### config.mk
export PLATFORM = sky130hd
export DESIGN_NAME = ccce_exec
export DESIGN_NICKNAME = d
export VERILOG_FILES = /design/src/rtl/ccce_pkg.sv /design/src/rtl/ccce_exec.sv /design/src/rtl/ccce_cond_eval.sv
export VERILOG_INCLUDE_DIRS = /design/src /design/src/rtl
export SDC_FILE = /design/constraint.sdc
export NUM_CORES = 1
export LEC_CHECK = 0
export CAP_MARGIN = 10
export CORE_MARGIN = 2
export CORE_UTILIZATION = 65
export CTS_BUF_LIST = sky130_fd_sc_hd__clkbuf_16
export CTS_CLUSTER_SIZE = 20
export DETAILED_ROUTE_END_ITERATION = 6
export DONT_BUFFER_PORTS = 1
export PLACE_DENSITY = 0.81
export SYNTH_ARGS = -nofsm -noshare
export SYNTH_HDL_FRONTEND = slang
export SYNTH_SLANG_ARGS = --single-unit
### constraint.sdc
create_clock -name REF_CLK -period 7.91 [get_ports REF_CLK]
set_input_delay 1.582 -clock REF_CLK [delete_from_list [all_inputs] [get_ports REF_CLK]]
set_output_delay 1.582 -clock REF_CLK [all_outputs]
set_load 0.05 [all_outputs]
### src/rtl/ccce_cfg.svh
// Numeric constants for the conditional call and clear bit execution block
`ifndef CCCE_CFG_SVH
`define CCCE_CFG_SVH

// ============================================================
// Clock and timing
`define CCCE_CLK_HZ 100000000
`define CCCE_TAKEN_CYCLES 4
`define CCCE_NOT_TAKEN_CYCLES 2
`define CCCE_DISCARD_WORDS 2

// ============================================================
// Opcodes
`define CCCE_CALL_OP 6'h3A
`define CCCE_CALL_OP_HI 15
`define CCCE_CALL_OP_LO 10
`define CCCE_COND_HI 9
`define CCCE_COND_LO 0
`define CCCE_PIN_SYNC_IDLE 3'h7
`define CCCE_CLR_CARRY 16'hBE4E
`define CCCE_CLR_RAMCFG 16'hBE44
`define CCCE_CLR_IRQ_MASK 16'hBE40
`define CCCE_CLR_SATURATE 16'hBE42
`define CCCE_CLR_SIGN_EXT 16'hBE46
`define CCCE_CLR_TEST_FLAG 16'hBE4A
`define CCCE_CLR_EXT_FLAG 16'hBE4C

// ============================================================
// Condition group field codes
`define CCCE_TP_BIO 2'h0
`define CCCE_TP_TC_SET 2'h1
`define CCCE_TP_TC_CLEAR 2'h2
`define CCCE_TP_NONE 2'h3

// ============================================================
// Status word bit positions
`define CCCE_S0_GLOBAL_IRQ_MASK 9
`define CCCE_S0_SATURATE 11
`define CCCE_S0_ARITH_WRAP 12
`define CCCE_S1_EXT_FLAG 4
`define CCCE_S1_CARRY 9
`define CCCE_S1_SIGN_EXT 10
`define CCCE_S1_TEST_FLAG 11
`define CCCE_S1_RAMCFG 12

// ============================================================
// Reset values
`define CCCE_S0_RESET 16'h0200
`define CCCE_S1_RESET 16'h0410
`define CCCE_PC_RESET 16'h0000

// ============================================================
// Wishbone register byte addresses
`define CCCE_ADR_STATUS0 4'h0
`define CCCE_ADR_STATUS1 4'h4
`define CCCE_ADR_PC 4'h8
`define CCCE_ADR_STACK_TOP 4'hC

`endif

### src/rtl/ccce_pkg.sv
// Types shared by the conditional call and clear bit execution block
package ccce_pkg;

  // ==========================================================
  // Condition selection carried in the first call word
  typedef struct packed {
    logic [1:0] condition_group_field;
    logic [3:0] flag_test_mask;
    logic [3:0] flag_test_value;
  } ccce_cond_type;

  // ==========================================================
  // Flags the condition evaluator looks at
  typedef struct packed {
    logic sum_is_zero;
    logic sum_negative;
    logic carry;
    logic arith_wrap_flag;
    logic test_flag;
    logic branch_input_pin_low;
  } ccce_flags_type;

  // ==========================================================
  // Sequencer states
  typedef enum logic [1:0] {
    CCCE_IDLE = 2'b00,
    CCCE_TARGET = 2'b01,
    CCCE_DISCARD1 = 2'b10,
    CCCE_DISCARD2 = 2'b11
  } ccce_state_type;

endpackage

### src/rtl/ccce_exec.sv
// Execution of the conditional call and clear control bit instructions
//
// Our own choices: the Wishbone interface to the registers and the address map.
`timescale 1ns/10ps
`include "ccce_cfg.svh"

// Functional notes
// RULE_01 - Taken call pushes address after both words and jumps to target.
// RULE_02 - All listed conditions are ANDed; call taken only if all hold. Code ORs zero and negative when both are wanted true.
// RULE_03 - Tests: sum against zero, carry, wrap flag, test flag, pin low.
// RULE_04 - Failed condition only steps PC past both words; stack untouched.
// RULE_05 - Taken call lasts 4 cycles, not taken 2; fetch stalls add more.
// RULE_06 - Two prefetched words after a taken call are discarded.
// RULE_07 - Branch pin and test flag cannot be tested in one call.
// RULE_08 - Clear bit steps PC then zeroes the chosen bit in one cycle.
// RULE_09 - Clearable: carry, ram cfg, sign ext, test, ext flag, irq mask, sat.
// RULE_10 - Decode BE4E carry, BE40 irq mask, BE4A test, BE4C ext flag.
// RULE_11 - Call condition lives in first word: group field plus flag tests.
module ccce_exec
  import ccce_pkg::*;
#(
  parameter int WORD_W = 16,
  parameter int SUM_W = 32
) (
  // Clock and reset
  input wire logic REF_CLK,
  input wire logic RST,
  // Instruction words from the fetch pipeline
  input wire logic INSTR_VALID,
  input wire logic [WORD_W-1:0] INSTR_WORD,
  output logic INSTR_READY,
  // Datapath state
  input wire logic [SUM_W-1:0] MAIN_SUM_REGISTER,
  input wire logic BRANCH_INPUT_PIN,
  // Program flow
  output logic [WORD_W-1:0] PC,
  output logic FETCH_FLUSH,
  output logic STACK_PUSH,
  output logic [WORD_W-1:0] STACK_TOP,
  output logic EXT_FLAG_PIN,
  // Wishbone slave
  input wire logic WB_CYC_I,
  input wire logic WB_STB_I,
  input wire logic WB_WE_I,
  input wire logic [3:0] WB_ADR_I,
  input wire logic [3:0] WB_SEL_I,
  input wire logic [31:0] WB_DAT_I,
  output logic [31:0] WB_DAT_O,
  output logic WB_ACK_O
);

  // ==========================================================
  // Declarations
  ccce_state_type state;
  ccce_state_type next_state;
  logic [WORD_W-1:0] status_word_zero;
  logic [WORD_W-1:0] status_word_one;
  logic [WORD_W-1:0] call_word;
  logic [2:0] pin_sync;
  logic pin_level;
  logic word_take;
  logic is_call;
  logic clr_hit;
  logic call_taken;
  logic wb_req;
  logic wb_wr;
  logic [WORD_W-1:0] wb_mask;
  ccce_cond_type call_cond;
  ccce_flags_type flags;
  // Instruction events and next program counter
  logic [WORD_W-1:0] next_pc;
  logic first_word;
  logic jump_now;
  logic step_now;
  logic clr_now;

  // ==========================================================
  // Branch input pin synchroniser
  always_ff @(posedge REF_CLK or posedge RST) begin
    if (RST) begin
      pin_sync <= `CCCE_PIN_SYNC_IDLE;
    end else begin
      pin_sync <= {pin_sync[1:0], BRANCH_INPUT_PIN};
    end
  end

  // Level moves only once second and third stages agree
  always_ff @(posedge REF_CLK or posedge RST) begin
    if (RST) begin
      pin_level <= 1'b1;
    end else if (pin_sync[1] == pin_sync[2]) begin
      pin_level <= pin_sync[2];
    end
  end

  // ==========================================================
  // Decode
  assign word_take = INSTR_VALID && INSTR_READY;
  assign is_call = (INSTR_WORD[`CCCE_CALL_OP_HI:`CCCE_CALL_OP_LO] ==
                    `CCCE_CALL_OP); // RULE_11
  always_comb begin
    case (INSTR_WORD) // RULE_10
      `CCCE_CLR_CARRY, `CCCE_CLR_RAMCFG, `CCCE_CLR_IRQ_MASK,
      `CCCE_CLR_SATURATE, `CCCE_CLR_SIGN_EXT, `CCCE_CLR_TEST_FLAG,
      `CCCE_CLR_EXT_FLAG: clr_hit = 1'b1;
      default: clr_hit = 1'b0;
    endcase
  end

  // Condition field sits in the low ten bits of the first word
  assign call_cond =
    ccce_cond_type'(call_word[`CCCE_COND_HI:`CCCE_COND_LO]); // RULE_11

  // Flags seen by the evaluator; wrap flag comes from software load
  assign flags.sum_is_zero = (MAIN_SUM_REGISTER == '0);
  assign flags.sum_negative = MAIN_SUM_REGISTER[SUM_W-1];
  assign flags.carry = status_word_one[`CCCE_S1_CARRY];
  assign flags.arith_wrap_flag = status_word_zero[`CCCE_S0_ARITH_WRAP];
  assign flags.test_flag = status_word_one[`CCCE_S1_TEST_FLAG];
  assign flags.branch_input_pin_low = !pin_level;

  ccce_cond_eval ccce_cond_eval_i (
    .cond(call_cond),
    .flags(flags),
    .taken(call_taken)
  );

  // ==========================================================
  // Instruction events
  // Word one of a call, a clear bit or any other opcode
  assign first_word = state == CCCE_IDLE && word_take;
  // Target word with every listed condition true, except zero and negative both wanted, where either one passes
  assign jump_now = state == CCCE_TARGET && word_take && call_taken;
  // Target word with a failed condition
  assign step_now = state == CCCE_TARGET && word_take && !call_taken;
  // Clear bit opcode taken as a fresh instruction
  assign clr_now = first_word && clr_hit;

  // ==========================================================
  // Sequencer
  assign INSTR_READY = 1'b1;

  // Discard slots run on the clock whether or not fetch offers a word,
  // so only fetch stalls on the two call words add to the four cycles of a taken call
  always_comb begin
    next_state = state;
    case (state)
      CCCE_IDLE: begin
        if (word_take && is_call) begin
          next_state = CCCE_TARGET;
        end
      end
      CCCE_TARGET: begin
        if (word_take && call_taken) begin
          next_state = CCCE_DISCARD1; // RULE_05
        end else if (word_take) begin
          next_state = CCCE_IDLE; // RULE_04
        end
      end
      CCCE_DISCARD1: next_state = CCCE_DISCARD2; // RULE_06
      CCCE_DISCARD2: next_state = CCCE_IDLE; // RULE_05
      default: next_state = CCCE_IDLE;
    endcase
  end

  always_ff @(posedge REF_CLK or posedge RST) begin
    if (RST) begin
      state <= CCCE_IDLE;
    end else begin
      state <= next_state;
    end
  end

  // First call word kept for evaluation against the target word
  always_ff @(posedge REF_CLK or posedge RST) begin
    if (RST) begin
      call_word <= '0;
    end else if (first_word && is_call) begin
      call_word <= INSTR_WORD;
    end
  end

  // ==========================================================
  // Program counter and stack
  // Words in the discard slots leave the counter alone
  always_comb begin
    next_pc = PC;
    if (jump_now) begin
      next_pc = INSTR_WORD; // RULE_01
    end else if (step_now) begin
      next_pc = PC + WORD_W'(1); // RULE_04
    end else if (first_word) begin
      next_pc = PC + WORD_W'(1); // RULE_08
    end
  end

  always_ff @(posedge REF_CLK or posedge RST) begin
    if (RST) begin
      PC <= `CCCE_PC_RESET;
    end else begin
      PC <= next_pc;
    end
  end

  // PC still points at the target word here, so plus one is past both
  always_ff @(posedge REF_CLK or posedge RST) begin
    if (RST) begin
      STACK_PUSH <= 1'b0;
      STACK_TOP <= '0;
    end else begin
      STACK_PUSH <= jump_now;
      if (jump_now) begin
        STACK_TOP <= PC + WORD_W'(1); // RULE_01
      end
    end
  end

  // Flush tells fetch to drop its two prefetched words
  always_ff @(posedge REF_CLK or posedge RST) begin
    if (RST) begin
      FETCH_FLUSH <= 1'b0;
    end else begin
      FETCH_FLUSH <= jump_now; // RULE_06
    end
  end

  // ==========================================================
  // Wishbone slave
  // Ack follows one cycle after the request and blocks a second take
  assign wb_req = WB_CYC_I && WB_STB_I && !WB_ACK_O;
  assign wb_wr = wb_req && WB_WE_I;
  assign wb_mask = {{8{WB_SEL_I[1]}}, {8{WB_SEL_I[0]}}};

  always_ff @(posedge REF_CLK or posedge RST) begin
    if (RST) begin
      WB_ACK_O <= 1'b0;
    end else begin
      WB_ACK_O <= wb_req;
    end
  end

  always_ff @(posedge REF_CLK or posedge RST) begin
    if (RST) begin
      WB_DAT_O <= '0;
    end else if (wb_req && !WB_WE_I) begin
      case (WB_ADR_I)
        `CCCE_ADR_STATUS0: WB_DAT_O <= {16'h0000, status_word_zero};
        `CCCE_ADR_STATUS1: WB_DAT_O <= {16'h0000, status_word_one};
        `CCCE_ADR_PC: WB_DAT_O <= {16'h0000, PC};
        `CCCE_ADR_STACK_TOP: WB_DAT_O <= {16'h0000, STACK_TOP};
        default: WB_DAT_O <= '0;
      endcase
    end
  end

  // ==========================================================
  // Status words: software load, then clear bit instruction on top
  always_ff @(posedge REF_CLK or posedge RST) begin
    if (RST) begin
      status_word_zero <= `CCCE_S0_RESET;
    end else begin
      if (wb_wr && WB_ADR_I == `CCCE_ADR_STATUS0) begin
        status_word_zero <= (status_word_zero & ~wb_mask) |
                            (WB_DAT_I[15:0] & wb_mask);
      end
      if (clr_now) begin
        case (INSTR_WORD) // RULE_09
          `CCCE_CLR_IRQ_MASK:
            status_word_zero[`CCCE_S0_GLOBAL_IRQ_MASK] <= 1'b0; // RULE_08
          `CCCE_CLR_SATURATE:
            status_word_zero[`CCCE_S0_SATURATE] <= 1'b0; // RULE_08
          default: ;
        endcase
      end
    end
  end

  // Status word one: same order, software load then clear bit
  always_ff @(posedge REF_CLK or posedge RST) begin
    if (RST) begin
      status_word_one <= `CCCE_S1_RESET;
    end else begin
      if (wb_wr && WB_ADR_I == `CCCE_ADR_STATUS1) begin
        status_word_one <= (status_word_one & ~wb_mask) |
                           (WB_DAT_I[15:0] & wb_mask);
      end
      if (clr_now) begin
        case (INSTR_WORD) // RULE_09
          `CCCE_CLR_CARRY:
            status_word_one[`CCCE_S1_CARRY] <= 1'b0; // RULE_08
          `CCCE_CLR_RAMCFG:
            status_word_one[`CCCE_S1_RAMCFG] <= 1'b0; // RULE_08
          `CCCE_CLR_SIGN_EXT:
            status_word_one[`CCCE_S1_SIGN_EXT] <= 1'b0; // RULE_08
          `CCCE_CLR_TEST_FLAG:
            status_word_one[`CCCE_S1_TEST_FLAG] <= 1'b0; // RULE_08
          `CCCE_CLR_EXT_FLAG:
            status_word_one[`CCCE_S1_EXT_FLAG] <= 1'b0; // RULE_08
          default: ;
        endcase
      end
    end
  end

  assign EXT_FLAG_PIN = status_word_one[`CCCE_S1_EXT_FLAG];

endmodule

### src/rtl/ccce_cond_eval.sv
// Condition evaluator for the conditional subroutine call
`timescale 1ns/10ps
module ccce_cond_eval
  import ccce_pkg::*;
(
  // Condition field and flags
  input wire ccce_cond_type cond,
  input wire ccce_flags_type flags,
  // Result
  output logic taken
);

  logic zm, lm, vm, cm;
  logic zv, lv, vv, cv;
  logic sum_ok, wrap_ok, carry_ok, group_ok;

  assign zm = cond.flag_test_mask[3];
  assign lm = cond.flag_test_mask[2];
  assign vm = cond.flag_test_mask[1];
  assign cm = cond.flag_test_mask[0];
  assign zv = cond.flag_test_value[3];
  assign lv = cond.flag_test_value[2];
  assign vv = cond.flag_test_value[1];
  assign cv = cond.flag_test_value[0];

  // Sum tests; zero and negative both wanted means less-or-equal
  always_comb begin
    if (zm && lm && zv && lv) begin
      sum_ok = flags.sum_is_zero | flags.sum_negative; // RULE_03
    end else begin
      sum_ok = (!zm || (flags.sum_is_zero == zv)) &&
               (!lm || (flags.sum_negative == lv)); // RULE_03
    end
  end

  assign wrap_ok = !vm || (flags.arith_wrap_flag == vv); // RULE_03
  assign carry_ok = !cm || (flags.carry == cv); // RULE_03

  // Pin and test flag share one field, so only one can be tested
  always_comb begin
    case (cond.condition_group_field) // RULE_07
      `CCCE_TP_BIO: group_ok = flags.branch_input_pin_low;
      `CCCE_TP_TC_SET: group_ok = flags.test_flag;
      `CCCE_TP_TC_CLEAR: group_ok = !flags.test_flag;
      default: group_ok = 1'b1;
    endcase
  end

  assign taken = sum_ok & wrap_ok & carry_ok & group_ok; // RULE_02

endmodule

* Word-level counts from Yosys, hierarchy flattened
Cells that the tools add are included.
** Operators by class
- Reduce and logical (&&, ||, !) cells :: 38
- Add/sub/neg operators :: 1
- Mux-type cells :: 24
- Eq/ne operators :: 23
- Bitwise logic cells :: 10
** Operators with widths (number)
- 16-bit == test (second input constant) :: 7
- 16-bit one-hot mux with 4 select lines :: 1
- 16-bit AND :: 3
- 16-bit 2-to-1 mux :: 3
- 32-bit zero test :: 1
- 16-bit OR :: 2
- 1-bit logical AND :: 18
- 16-bit by 1-bit adder with 16-bit output (second input constant) :: 1
- 16-bit NOT :: 1
- 13-bit 2-to-1 mux :: 1
- 1-bit 2-to-1 mux :: 12
- 12-bit 2-to-1 mux :: 1
- 1-bit zero test :: 9
- 4-bit == test (second input constant) :: 2
- 2-bit one-hot mux with 4 select lines :: 1
- 7-bit OR reduction :: 1
- 2-bit == test (second input constant) :: 3
- 6-bit == test (second input constant) :: 1
- 2-bit 2-to-1 mux :: 3
- 1-bit == test :: 5
- 2-bit by 1-bit == test with 1-bit output (second input constant) :: 2
- 4-bit by 3-bit == test with 1-bit output (second input constant) :: 1
- 2-bit zero test :: 2
- 4-bit zero test :: 1
- 9 further kinds :: 14
** Storage, ports and cells
- Input bits :: 95
- Output and inout bits :: 69
- Logic and storage cells :: 109
- Bits in registers :: 114

* Logic depth before layout (Yosys ltp)
Gate-level depths: netlist of run 1.
- Depth after elaboration :: 12
- Mapped depth :: 8
- Mapped depth without buffers :: 6

* Hierarchy
A second synthesis of run 1 with hierarchy kept.
** Second synthesis, totals
- Cells, all modules :: 459
- Area total of the unflattened synthesis :: 5013.6 um2
** Modules (own cells, without submodules)
- ccce_exec :: times used 1, sequential area each 2461.1 um2, cells an instance 443, area an instance 4903.5 um2
- ccce_cond_eval :: times used 1, sequential area each 0.0 um2, cells an instance 16, area an instance 110.1 um2

* Worst setup path before layout of run 1
No wires, ideal clock.
- Path kind :: input to register
- Start :: in MAIN_SUM_REGISTER[16]
- End :: reg STACK_TOP[10]
- Data arrival time :: 3212 ps
- Required time :: 7785 ps
- Cell stages on the path :: 8
- Path slack :: 4572 ps
- Path buffers :: 2
- Path through :: nor4_1 nand4_1 or4_1 buf_2 nand3_2 inv_2 buf_6 mux2_4
** Between the ends
- Longest elaborated chain between the ends :: 9
- Elaborated cells on any way between the ends :: 10
- Those cells by class :: eq/ne: 1; mux: 1; bitwise: 4; reduce/logical: 4
** Ends and longest elaborated chain
- from (decl) :: line ccce_exec.sv:33 : input wire logic [SUM_W-1:0] MAIN_SUM_REGISTER,
- 32-bit zero test * :: line ccce_exec.sv:115 : assign flags.sum_is_zero = (MAIN_SUM_REGISTER == '0);
- 1-bit == test :: line ccce_cond_eval.sv:31 : sum_ok = (!zm || (flags.sum_is_zero == zv)) &&
- 1-bit logical OR :: line ccce_cond_eval.sv:31
- 1-bit logical AND :: line ccce_cond_eval.sv:31
- 1-bit 2-to-1 mux * :: line ccce_cond_eval.sv:28 : if (zm && lm && zv && lv) begin
- 1-bit AND * (3 in series) :: line ccce_cond_eval.sv:49 : assign taken = sum_ok & wrap_ok & carry_ok & group_ok;
- 1-bit logical AND * :: line ccce_exec.sv:133 : assign jump_now = state == CCCE_TARGET && word_take && call_taken;
- to (signal assigned) :: line ccce_exec.sv:213 : STACK_TOP <= PC + WORD_W'(1);
- to (decl) :: line ccce_exec.sv:39 : output logic [WORD_W-1:0] STACK_TOP,
Mark *: on every way between the ends. The rest lies on a longest branch, timed or not.
A chain may end at the register's enable or synchronous reset.

* Worst setup path in the final report of run 1
- Start :: in INSTR_VALID
- End :: reg STACK_TOP[1]
** Between the ends
- Longest elaborated chain between the ends :: 2
** Ends and longest elaborated chain
- from (decl) :: line ccce_exec.sv:29 : input wire logic INSTR_VALID,
- 1-bit logical AND (2 in series) :: line ccce_exec.sv:133
Every way passes these cells.

==> results of run 1 <==
-- through the flow --
| step | power, mW | area, um^2 |
|---|---|---|
| 2_1_floorplan | 1.23 | 5160 |
| 3_3_place_gp | 1.30 | 5090 |
| 3_5_place_dp | 1.32 | 5090 |
| 4_1_cts | 1.80 | 5420 |
| 5_1_grt | 1.88 | 5420 |
| 6_report | 1.81 | 5420 |
-- cells in the final DEF (no fill, tap or decap), types with 4 or more instances in the layout --
cell and instances:
nor2_1 10, a31oi_1 6, o32ai_1 11, mux2_2 34
nor4_1 15, mux2_4 14, and2_1 4, a22o_1 16
o211ai_1 9, o221ai_1 4, nand3_1 5, xnor2_1 9
o21ai_0 19, nand2_1 55, nand4_1 12, conb_1 17
nor3_1 8, a221oi_1 16, clkbuf_16 9, xor2_1 6
buf_4 7, or3_1 4, mux2i_1 8, inv_1 8
dfrtp_1 91, nor2b_1 8, a21oi_1 8, dfstp_2 7
-- worst max-delay path: stages --
cell and delay [ns]:
nand2b_1 0.47, a211oi_1 0.53, o2111a_1 0.44, nand3_2 0.35, inv_2 0.58, mux2_4 0.35
-- kinds of logic (layout without fill, tap and decap cells) --
group	after synthesis	count (layout)	synth area share
mux	56	56	0.132
other cells	2	17	0.00147
simple gates	142	142	0.146
buf+inv	57	33	0.0594
fa+ha+maj	2	2	0.00441
compound gates	102	102	0.149
xor+xnor	15	15	0.0258
flops	98	98	0.482
-- metal layers --
| metal | vias to the layer above | wire (um) | global-route usage |
|---|---|---|---|
| met5 | - | 0 | 0 |
| met4 | 0 | 483 | 0.160 |
| met3 | 46 | 1340 | 0.0903 |
| met2 | 258 | 6250 | 0.488 |
| met1 | 1949 | 5020 | 0.393 |
| li1 | 1713 | - | - |
-- where the power goes --
part / total (mW) / switching [mW] / internal [mW]
logic: 0.372 / 0.198 / 0.174
registers: 0.952 / 0.364 / 0.588
clock network: 0.482 / 0.201 / 0.281
-- final cells by class --
class / count / area, um^2
Clock buffer: 9 / 225
Clock inverter: 7 / 100
Fill cell: 567 / 2230
Inverter: 10 / 40.0
Multi-Input combinational cell: 334 / 2410
Sequential cell: 98 / 2460
Tap cell: 102 / 128
Timing Repair Buffer: 7 / 52.6
-- how the worst min path moves through the flow --
stage / from / to / slack, ns / cells after the start
floorplan: pin_sync[0]$_DFF_PP1_ / pin_sync[1]$_DFF_PP1_ / 0.35 / 0
global placement: pin_sync[0]$_DFF_PP1_ / pin_sync[1]$_DFF_PP1_ / 0.35 / 0
detailed placement: pin_sync[0]$_DFF_PP1_ / pin_sync[1]$_DFF_PP1_ / 0.35 / 0
CTS: pin_sync[0]$_DFF_PP1_ / pin_sync[1]$_DFF_PP1_ / 0.36 / 0
global route: pin_sync[0]$_DFF_PP1_ / pin_sync[1]$_DFF_PP1_ / 0.36 / 0
finish: pin_sync[0]$_DFF_PP1_ / pin_sync[1]$_DFF_PP1_ / 0.36 / 0
==> metrics.md, run 1 <==
| Metric | Value |
|---|---|
| Pwr/cell area | 333 nW/um^2 |
| H-tree levels | 3 |
| GR Util All Layers | 0.311 |
| Syn Inst Count | 474 |
| Fin. max-slew vios | 0 |
| Cts repair resizes | 0 |
| Synth Cell Area | 5100 um^2 |
| Slew HR | 0.135 |
| Actual slew at the worst max-slew pin | 1.30 ns |
| CP endpoint | STACK_TOP[1]$_DFFE_PP0P_ |
| CTS tree | built |
| Leak pwr | about 2.4 nW |
| P&R area growth vs syn | 6.23% |
| Setup TNS | 0 ns |
| Post-route insts no fill | between 500 and 600 |
| Hold Path Class | flip-flop to flip-flop |
| Final Cycle Share | 0.518 |
| Commonest cells post-synth | dfrtp_1, nand2_1, mux2_2 |
| Via density | 6.99 |
| Initial DRC count | 442 |
| Clock buffer count from CTS | 9 |
| Rows | 32 |
| Vias in the first global route | 3953 |
| CTS Buffer Depth | 2 |
| PortBufs | 0 |
| Drt drc | 0 |
| Initial Util | 0.667 |
| Global placer's final weighted congestion | 0.904 |
| Layout cell share with drive strength beyond 1 | 0.189 |
| Largest cells by area after synthesis | dfrtp_1, mux2_2, mux2_4, nand2_1, dfstp_2 |
| Hold buffers post-CTS | 0 |
| TritonCTS Sinks | ~100 |
| Placed insts | 551 |
| Synth top area share | 0.446 |
| F_max | ~240 MHz |
| Ant diodes | 0 |
| Startpoint Class | input port |
| Setup Buffers After CTS | 0 |
| Largest net degree at the start of global routing | 53 |
| Reg clk slew, reported paths | approximately 0.070 ns |
| I/O Pins | 164 |
| Routed WL | 13.1 mm |
| Worst Hold Slack | approximately 0.36 ns |
| R2r endpoint | STACK_TOP[1]$_DFFE_PP0P_ |
| Sequential share of the synthesized area | 0.482 |
| First-pass GRT wire length | about 20 mm |
| Yosys reg bits | 98 |
| Synth area leader | dfrtp_1 |
| CP required | 8.14 ns |
| Drt pass-1 iters | 5 |
| Synth async-reset ratio | 1.00 |
| Crit path kind | input port to flip-flop |
| Reg-to-reg slack, setup | about 4.5 ns |
| Final WS setup | roughly 3.8 ns |
| Unique masters post-synth | 55 |
| Most common cell in the netlist | dfrtp_1 |
| Final Net Count | approximately 560 |
| Final period demand of the worst path | 4.10 ns |
| Clock Root Buffer | clkbuf_16 |
| Prevailing post-synth register cell | dfrtp_1 |
| Core Area | ~7600 um^2 |
| Final Skew | 0.00882 ns |
| Die X | 92.6 um |
| Initial antenna violation count | 0 |
| Clock Latency Late Sink | 0.35 ns |
| Wire per inst | 23.1 um |
| Worst-path maximum fanout | 24 |
| R2R depth | 6 |
| Max Cap Viol | 0 |
| Syn Area/Cell | 10.8 um^2 |
| RSZ-0062 raised after global routing | no |
| Total grt overflow | 0 |
| VDD IR-drop max | 0.000162 V |
| Die ar. | 8570 um^2 |
| Setup Viol. Count Final | 0 |
| Die Span Y | 92.6 um |
| Crit path DAT | 4.32 ns |
| Place WS | 3.54 ns |
| Hold Vio Cnt, Final | 0 |
| Yosys warnings | 0 |
| Final HPWL DP | around 9.1 mm |
| Post-route ant nets | 0 |
| CP Capture Type | flip-flop |
| Outcome | completed |
| Routed vias | 3966 |
| EDFF count, synth | 0 |
| Crit path from | INSTR_VALID |
| Finished Core Util | 0.709 |
Note: power is estimated with default switching activity, not from simulation.
==> inputs of run 2 (changes only) <==
--- a/config.mk
+++ b/config.mk
@@ -8,12 +8,12 @@
 export LEC_CHECK = 0
 export CAP_MARGIN = 10
 export CORE_MARGIN = 2
-export CORE_UTILIZATION = 65
+export CORE_UTILIZATION = 57
 export CTS_BUF_LIST = sky130_fd_sc_hd__clkbuf_16
 export CTS_CLUSTER_SIZE = 20
 export DETAILED_ROUTE_END_ITERATION = 6
 export DONT_BUFFER_PORTS = 1
-export PLACE_DENSITY = 0.81
+export PLACE_DENSITY = 0.75
 export SYNTH_ARGS = -nofsm -noshare
 export SYNTH_HDL_FRONTEND = slang
 export SYNTH_SLANG_ARGS = --single-unit
==> constraint.sdc (replaced) <==
create_clock -name REF_CLK -period 3.3 [get_ports REF_CLK]
set_input_delay 0.66 -clock REF_CLK [delete_from_list [all_inputs] [get_ports REF_CLK]]
set_output_delay 0.66 -clock REF_CLK [all_outputs]
set_load 0.05 [all_outputs]
==> metrics.md, run 2 (synthesized netlist as in run 1, its figures left out) <==
| Metric | Value |
|---|---|
| Crit path from | PC[0]$_DFFE_PP0P_ (was INSTR_VALID) |
| Layout cell share with drive strength beyond 1 | 0.208 (was 0.189) |
| Drt drc | 0 (unchanged) |
| Clock share of power | 0.245 (was 0.267) |
| Initial antenna violation count | 0 (unchanged) |
| TritonCTS Sinks | 98 (unchanged) |
| H-tree levels | 3 (unchanged) |
| Wire per inst | 22.0 um (was 23.1 um) |
| Internal power | 2.39 mW (was 1.04 mW) |
| Reg clk slew, reported paths | 0.08 ns (was 0.07 ns) |
| CP required | 3.56 ns (was 8.14 ns) |
| Rows | 34 (was 32) |
| CTS tree | built (unchanged) |
| Die ar. | 9720 um^2 (was 8570 um^2) |
| Hold buffers post-CTS | 0 (unchanged) |
| Clock Root Buffer | clkbuf_16 (unchanged) |
| Final period demand of the worst path | 2.70 ns |
| Final Net Count | 566 (was 556) |
| Total grt overflow | 0 (unchanged) |
| Routed WL | 12.8 mm (was 13.1 mm) |
| Crit path kind | flip-flop to flip-flop (was input port to flip-flop) |
| Register area | 2460 um^2 (unchanged) |
| Worst-path maximum fanout | 7 (was 24) |
| Fin. max-slew vios | 0 (unchanged) |
| Leak pwr | 2.41 nW (was 2.37 nW) |
| Post-route ant nets | 0 (unchanged) |
| I/O Pins | 164 (unchanged) |
| Routed vias | 3874 (was 3966) |
| Slew HR | 0.220 (was 0.135) |
| Outcome | completed (unchanged) |
| Die X | 98.6 um (was 92.6 um) |
| Setup Buffers After CTS | 0 (unchanged) |
| Initial DRC count | 323 (was 442) |
| VDD IR-drop max | 0.000311 V (was 0.000162 V) |
| CP Capture Type | flip-flop (unchanged) |
| Final HPWL DP | 9.17 mm (was 9.12 mm) |
| Sw Share | 0.433 (was 0.423) |
| Filler cell count | 715 (was 567) |
| Startpoint Class | flip-flop (was input port) |
| Actual slew at the worst max-slew pin | 1.17 ns (was 1.30 ns) |
| Core Area | 8720 um^2 (was 7650 um^2) |
| Setup Viol. Count Final | 0 (unchanged) |
| Sw Pwr | 1.83 mW (was 0.764 mW) |
| Die Span Y | 98.6 um (was 92.6 um) |
| Crit path DAT | 2.96 ns (was 4.32 ns) |
| Via density | 6.64 (was 6.99) |
| Final Cycle Share | 0.817 |
| Global placer's final weighted congestion | 0.891 (was 0.904) |
| Pwr/cell area | 770 nW/um^2 (was 333 nW/um^2) |
| Vias in the first global route | 3860 (was 3953) |
| PortBufs | 0 (unchanged) |
| CTS Buffer Depth | 2 (unchanged) |
| F_max | 371 MHz |
| Reg-to-reg critical path startpoint | PC[0]$_DFFE_PP0P_ |
| Clock buffer count from CTS | 9 (unchanged) |
| Hold Path Class | input port to asynchronous set/reset pin (was flip-flop to flip-flop) |
| Max Cap Viol | 0 (unchanged) |
| Most frequent cells in the layout | dfrtp_1, nand2_1, mux2_2, o21ai_0, conb_1 (unchanged) |
| Setup TNS | 0 ns (unchanged) |
| Final Skew | 0.0125 ns (was 0.00882 ns) |
| Area of the multi-input gates | 2410 um^2 (unchanged) |
| P&R area growth vs syn | 7.48% (was 6.23%) |
| First-pass GRT wire length | 20.7 mm (was 20.5 mm) |
| Hold Vio Cnt, Final | 0 (unchanged) |
| Largest net degree at the start of global routing | 99 (was 53) |
| Clock Latency Late Sink | 0.35 ns (about the same) |
| RSZ-0062 raised after global routing | no (unchanged) |
| Cts repair resizes | 0 (unchanged) |
| Drt pass-1 iters | 5 (unchanged) |
| Seq pwr share | 0.525 (was 0.527) |
| GR Util All Layers | 0.269 (was 0.311) |
| Ant diodes | 0 (unchanged) |
| Initial Util | 0.585 (was 0.667) |
| Finished Core Util | 0.629 (was 0.709) |
| Combinational Power Share | 0.231 (was 0.206) |
| Most common cell after layout, fill and taps aside | dfrtp_1 (unchanged) |
run 2: cell types whose count changed in the layout (fill, tap and decap cells not counted), sizes merged:
cell	before	now
clkinv	1	3
buf	7	17
inv	13	14
bufinv	2	0
clkinvlp	1	0
run 2: worst max-delay path, cell delays in order (launching register included):
cell	delay [ns]
dfrtp_1	0.77
ha_1	0.36
nand2_1	0.16
or4_1	0.68
or3_1	0.35
a32o_1	0.21
o211ai_1	0.07
run 2: power groups by stage:
stage | Sequential (mW) | Clock, mW | Combinational (mW)
5_1_grt | 2.24 | 1.10 | 1.07
2_1_floorplan | 2.15 | 0 | 0.803
4_1_cts | 2.22 | 1.05 | 0.968
3_3_place_gp | 2.23 | 0 | 0.935
6_report | 2.21 | 1.03 | 0.974
3_5_place_dp | 2.24 | 0 | 0.964
run 2: through the flow:
stage | worst slack (ns) | cell area (um^2) | instances | hold WS (ns) | power, mW
floorplan | 0.0895 | 5160 | 489 | 0.345 | 2.95
global placement | 0.614 | 5190 | 567 | 0.348 | 3.16
detailed placement | 0.552 | 5190 | 567 | 0.347 | 3.20
CTS | 0.636 | 5480 | 583 | 0.299 | 4.24
global route | 0.492 | 5480 | 583 | 0.288 | 4.42
finish | 0.602 | 5480 | 583 | 0.306 | 4.22
run 2: final cells by class:
cell class,instances,area share
repair buffers,17,0.0256
flip-flops and latches,98,0.449
multi-input cells,334,0.440
clock buffers,9,0.0411
inverters,10,0.00730
clock inverters,7,0.0126
well taps,108,0.0246
run 2: worst paths after layout:
path	end	cells past startpoint	slack, ns
setup / recovery	PC[12]$_DFFE_PP0P_	6	0.60
hold / removal	PC[6]$_DFFE_PP0P_	2	0.31
setup reg to reg	PC[12]$_DFFE_PP0P_	6	0.60
hold reg to reg	pin_sync[1]$_DFF_PP1_	0	0.36
max in group asynchronous	pin_sync[1]$_DFF_PP1_	2	2.57
min in group REF_CLK	pin_sync[0]$_DFF_PP1_	0	0.31
run 2: metal layers:
layer	GRT usage	share of wire	wire, um
met5	0	0	0
met4	0.0653	0.013	167
met3	0.0787	0.095	1230
met2	0.437	0.48	6150
met1	0.360	0.41	5290
==> inputs of run 3 (changes only) <==
--- a/config.mk
+++ b/config.mk
@@ -6,14 +6,15 @@
 export SDC_FILE = /design/constraint.sdc
 export NUM_CORES = 1
 export LEC_CHECK = 0
+export ABC_AREA = 1
 export CAP_MARGIN = 10
 export CORE_MARGIN = 2
-export CORE_UTILIZATION = 57
+export CORE_UTILIZATION = 58
 export CTS_BUF_LIST = sky130_fd_sc_hd__clkbuf_16
 export CTS_CLUSTER_SIZE = 20
 export DETAILED_ROUTE_END_ITERATION = 6
 export DONT_BUFFER_PORTS = 1
-export PLACE_DENSITY = 0.75
+export PLACE_DENSITY = 0.76
 export SYNTH_ARGS = -nofsm -noshare
 export SYNTH_HDL_FRONTEND = slang
 export SYNTH_SLANG_ARGS = --single-unit
==> constraint.sdc (replaced) <==
create_clock -name REF_CLK -period 2.28 [get_ports REF_CLK]
set_input_delay 0.456 -clock REF_CLK [delete_from_list [all_inputs] [get_ports REF_CLK]]
set_output_delay 0.456 -clock REF_CLK [all_outputs]
set_load 0.05 [all_outputs]
==> metrics.md, run 3 <==
| Metric | Value |
|---|---|
| Hold Vio Cnt, Final | 0 (unchanged) |
| Synth area leader | dfrtp_1 (unchanged) |
| Final Cycle Share | 0.891 (was 0.817) |
| Place WS | 0.268 ns (was 0.552 ns) |
| Layout cell share with drive strength beyond 1 | 0.125 (was 0.208) |
| Routed vias | 4401 (was 3874) |
| Synth async-reset ratio | 1.00 (unchanged) |
| Hold Path Class | input port to asynchronous set/reset pin (unchanged) |
| Drt drc | 0 (unchanged) |
| Unique masters post-synth | 34 (was 55) |
| First-pass GRT wire length | 21.3 mm (was 20.7 mm) |
| Routed WL | 13.2 mm (was 12.8 mm) |
| Crit. path cell count | 10 (was 6) |
| Clock Latency Late Sink | 0.35 ns (about the same) |
| Outcome | completed (unchanged) |
| R2R depth | 10 (was 6) |
| EDFF count, synth | 0 (unchanged) |
| Max Cap Viol | 0 (unchanged) |
| CP required | 2.52 ns (was 3.56 ns) |
| Final Total Pwr | 5.67 mW (was 4.22 mW) |
| Initial DRC count | 367 (was 323) |
| Die ar. | 9730 um^2 (was 9720 um^2) |
| Rows | 34 (unchanged) |
| Largest net degree at the start of global routing | 39 (was 99) |
| CTS tree | built (unchanged) |
| Syn Area/Cell | 7.98 um^2 (was 10.8 um^2) |
| CP Capture Type | flip-flop (unchanged) |
| Crit path kind | flip-flop to flip-flop (unchanged) |
| Final instance area | 5680 um^2 (was 5480 um^2) |
| Die Span Y | 98.6 um (about the same) |
| Critical path's top delay family | simple AND/OR/NAND/NOR gates (unchanged) |
| Largest cells by area after synthesis | dfrtp_1, nand2_1, inv_1, nand3_1, o21ai_0 (was dfrtp_1, mux2_2, mux2_4, nand2_1, dfstp_2) |
| TritonCTS Sinks | 98 (unchanged) |
| Reg-to-reg critical path startpoint | PC[0]$_DFFE_PP0P_ (unchanged) |
| CTS Buffer Depth | 2 (unchanged) |
| Core Area | 8720 um^2 (unchanged) |
| Most frequent cells in the layout | nand2_1, dfrtp_1, inv_1, nand3_1, nor2_1 (was dfrtp_1, nand2_1, mux2_2, o21ai_0, conb_1) |
| Final Skew | 0.00519 ns (was 0.0125 ns) |
| R2r endpoint | PC[14]$_DFFE_PP0P_ (was PC[12]$_DFFE_PP0P_) |
| Area after DPL | 5400 um^2 (was 5190 um^2) |
| Cts repair resizes | 0 (unchanged) |
| Reg-to-reg slack, setup | 0.25 ns (was 0.60 ns) |
| P&R area growth vs syn | 9.27% (was 7.48%) |
| Via density | 5.64 (was 6.64) |
| Most common cell in the netlist | nand2_1 (was dfrtp_1) |
| Leak pwr | 2.88 nW (was 2.41 nW) |
| Wire per inst | 16.9 um (was 22.0 um) |
| Finished Core Util | 0.651 (was 0.629) |
| GR Util All Layers | 0.278 (was 0.269) |
| Final period demand of the worst path | 2.03 ns (was 2.70 ns) |
| Fin. max-slew vios | 0 (unchanged) |
| Initial antenna violation count | 0 (unchanged) |
| Crit path cell chain | ha_1 > nand3_2 > nor3b_4 > nand2_2 > nor2_2 > nand3_1 > xor2_1 > nand2_1 > nand3_1 > nand2_1 (was ha_1 > nand2_1 > or4_1 > or3_1 > a32o_1 > o211ai_1) |
| Drt pass-1 iters | 6 (was 5) |
| Yosys warnings | 0 (unchanged) |
| Yosys reg bits | 98 (unchanged) |
| Commonest cells post-synth | nand2_1, dfrtp_1, inv_1 (was dfrtp_1, nand2_1, mux2_2) |
| H-tree levels | 3 (unchanged) |
| Clock buffer count from CTS | 9 (unchanged) |
| CP bufs+invs | 0 (unchanged) |
| Setup TNS | 0 ns (unchanged) |
| Final WS setup | 0.249 ns (was 0.602 ns) |
| Worst-path maximum fanout | 7 (unchanged) |
| Crit-path slowest cell | dfrtp_1 (unchanged) |
| Total grt overflow | 0 (unchanged) |
| Ant diodes | 0 (unchanged) |
| Synth Cell Area | 5190 um^2 (was 5100 um^2) |
| VDD IR-drop max | 0.000442 V (was 0.000311 V) |
| Slew HR | 0.588 (was 0.220) |
| Crit path from | PC[0]$_DFFE_PP0P_ (unchanged) |
| F_max | 492 MHz (was 371 MHz) |
| Synth top area share | 0.438 (was 0.446) |
| Final HPWL DP | 10.0 mm (was 9.17 mm) |
| RSZ-0062 raised after global routing | no (unchanged) |
| Delay of the slowest critical-path stage | 0.49 ns (was 0.77 ns) |
| Prevailing post-synth register cell | dfrtp_1 (unchanged) |
| Post-route ant nets | 0 (unchanged) |
| Setup Viol. Count Final | 0 (unchanged) |
| Initial Util | 0.596 (was 0.585) |
| Sequential share of the synthesized area | 0.474 (was 0.482) |
| Final Net Count | 763 (was 566) |
| Hold buffers post-CTS | 0 (unchanged) |
| PortBufs | 0 (unchanged) |
| Clock Root Buffer | clkbuf_16 (unchanged) |
| Syn Inst Count | 651 (was 474) |
| Actual slew at the worst max-slew pin | 0.618 ns (was 1.17 ns) |
| Crit path DAT | 2.27 ns (was 2.96 ns) |
| Most common cell after layout, fill and taps aside | nand2_1 (was dfrtp_1) |
| Global placer's final weighted congestion | 0.940 (was 0.891) |
| Vias in the first global route | 4254 (was 3860) |
| Startpoint Class | flip-flop (unchanged) |
| CP endpoint | PC[14]$_DFFE_PP0P_ (was PC[12]$_DFFE_PP0P_) |
| Reg clk slew, reported paths | 0.07 ns (was 0.08 ns) |
| I/O Pins | 164 (unchanged) |
| Die X | 98.6 um (about the same) |
| Pwr/cell area | 998 nW/um^2 (was 770 nW/um^2) |
| Setup Buffers After CTS | 0 (unchanged) |
-- run 3: per-layer routing --
| metal | GRT usage | wire [um] | vias to the layer above |
|---|---|---|---|
| met3 | 0.0965 | 1200 | 36 |
| li1 | - | - | 2098 |
| met5 | 0 | 0 | - |
| met1 | 0.350 | 5160 | 2075 |
| met4 | 0.101 | 391 | 0 |
| met2 | 0.446 | 6410 | 192 |
-- run 3: stage by stage --
| step | hold WS [ns] | std cells |
|---|---|---|
| 2_1_floorplan | 0.345 | 666 |
| 3_3_place_gp | 0.350 | 764 |
| 3_5_place_dp | 0.352 | 764 |
| 4_1_cts | 0.0539 | 780 |
| 5_1_grt | 0.0597 | 780 |
| 6_report | 0.0345 | 780 |
-- run 3: cell families after synthesis --
| logic type | share of synthesized area |
|---|---|
| AOI/OAI and AO/OA | 0.0771 |
| xor gates and xnor gates | 0.0236 |
| adders and majority gates | 0.00433 |
| buffers and inverters | 0.0973 |
| DFF | 0.474 |
| muxes | 0.0366 |
| other | 0.00145 |
| and+or+nand+nor | 0.286 |
-- run 3: final cells by class --
class,count,area [um^2]
Fill cell,729,3040
Sequential cell,98,2460
Multi-Input combinational cell,459,2290
Inverter,71,270
Timing Repair Buffer,28,248
Clock buffer,9,225
Tap cell,108,135
Clock inverter,7,47.5
-- run 3: report_power, final --
part           internal, mW  leakage [nW]  switching, mW  total [mW]
Sequential             2.03          1.29          0.587        2.61
Clock                 0.737         0.137          0.662        1.40
Combinational         0.486          1.45           1.17        1.65
-- run 3: worst min path at each step --
stage                          startpoint                        to  depth (start not counted)
global placement    pin_sync[0]$_DFF_PP1_     pin_sync[1]$_DFF_PP1_                          0
CTS                                   RST  STACK_TOP[5]$_DFFE_PP0P_                          1
floorplan           pin_sync[0]$_DFF_PP1_     pin_sync[1]$_DFF_PP1_                          0
detailed placement  pin_sync[0]$_DFF_PP1_     pin_sync[1]$_DFF_PP1_                          0
finish                                RST  STACK_TOP[5]$_DFFE_PP0P_                          1
global route                          RST  STACK_TOP[5]$_DFFE_PP0P_                          1
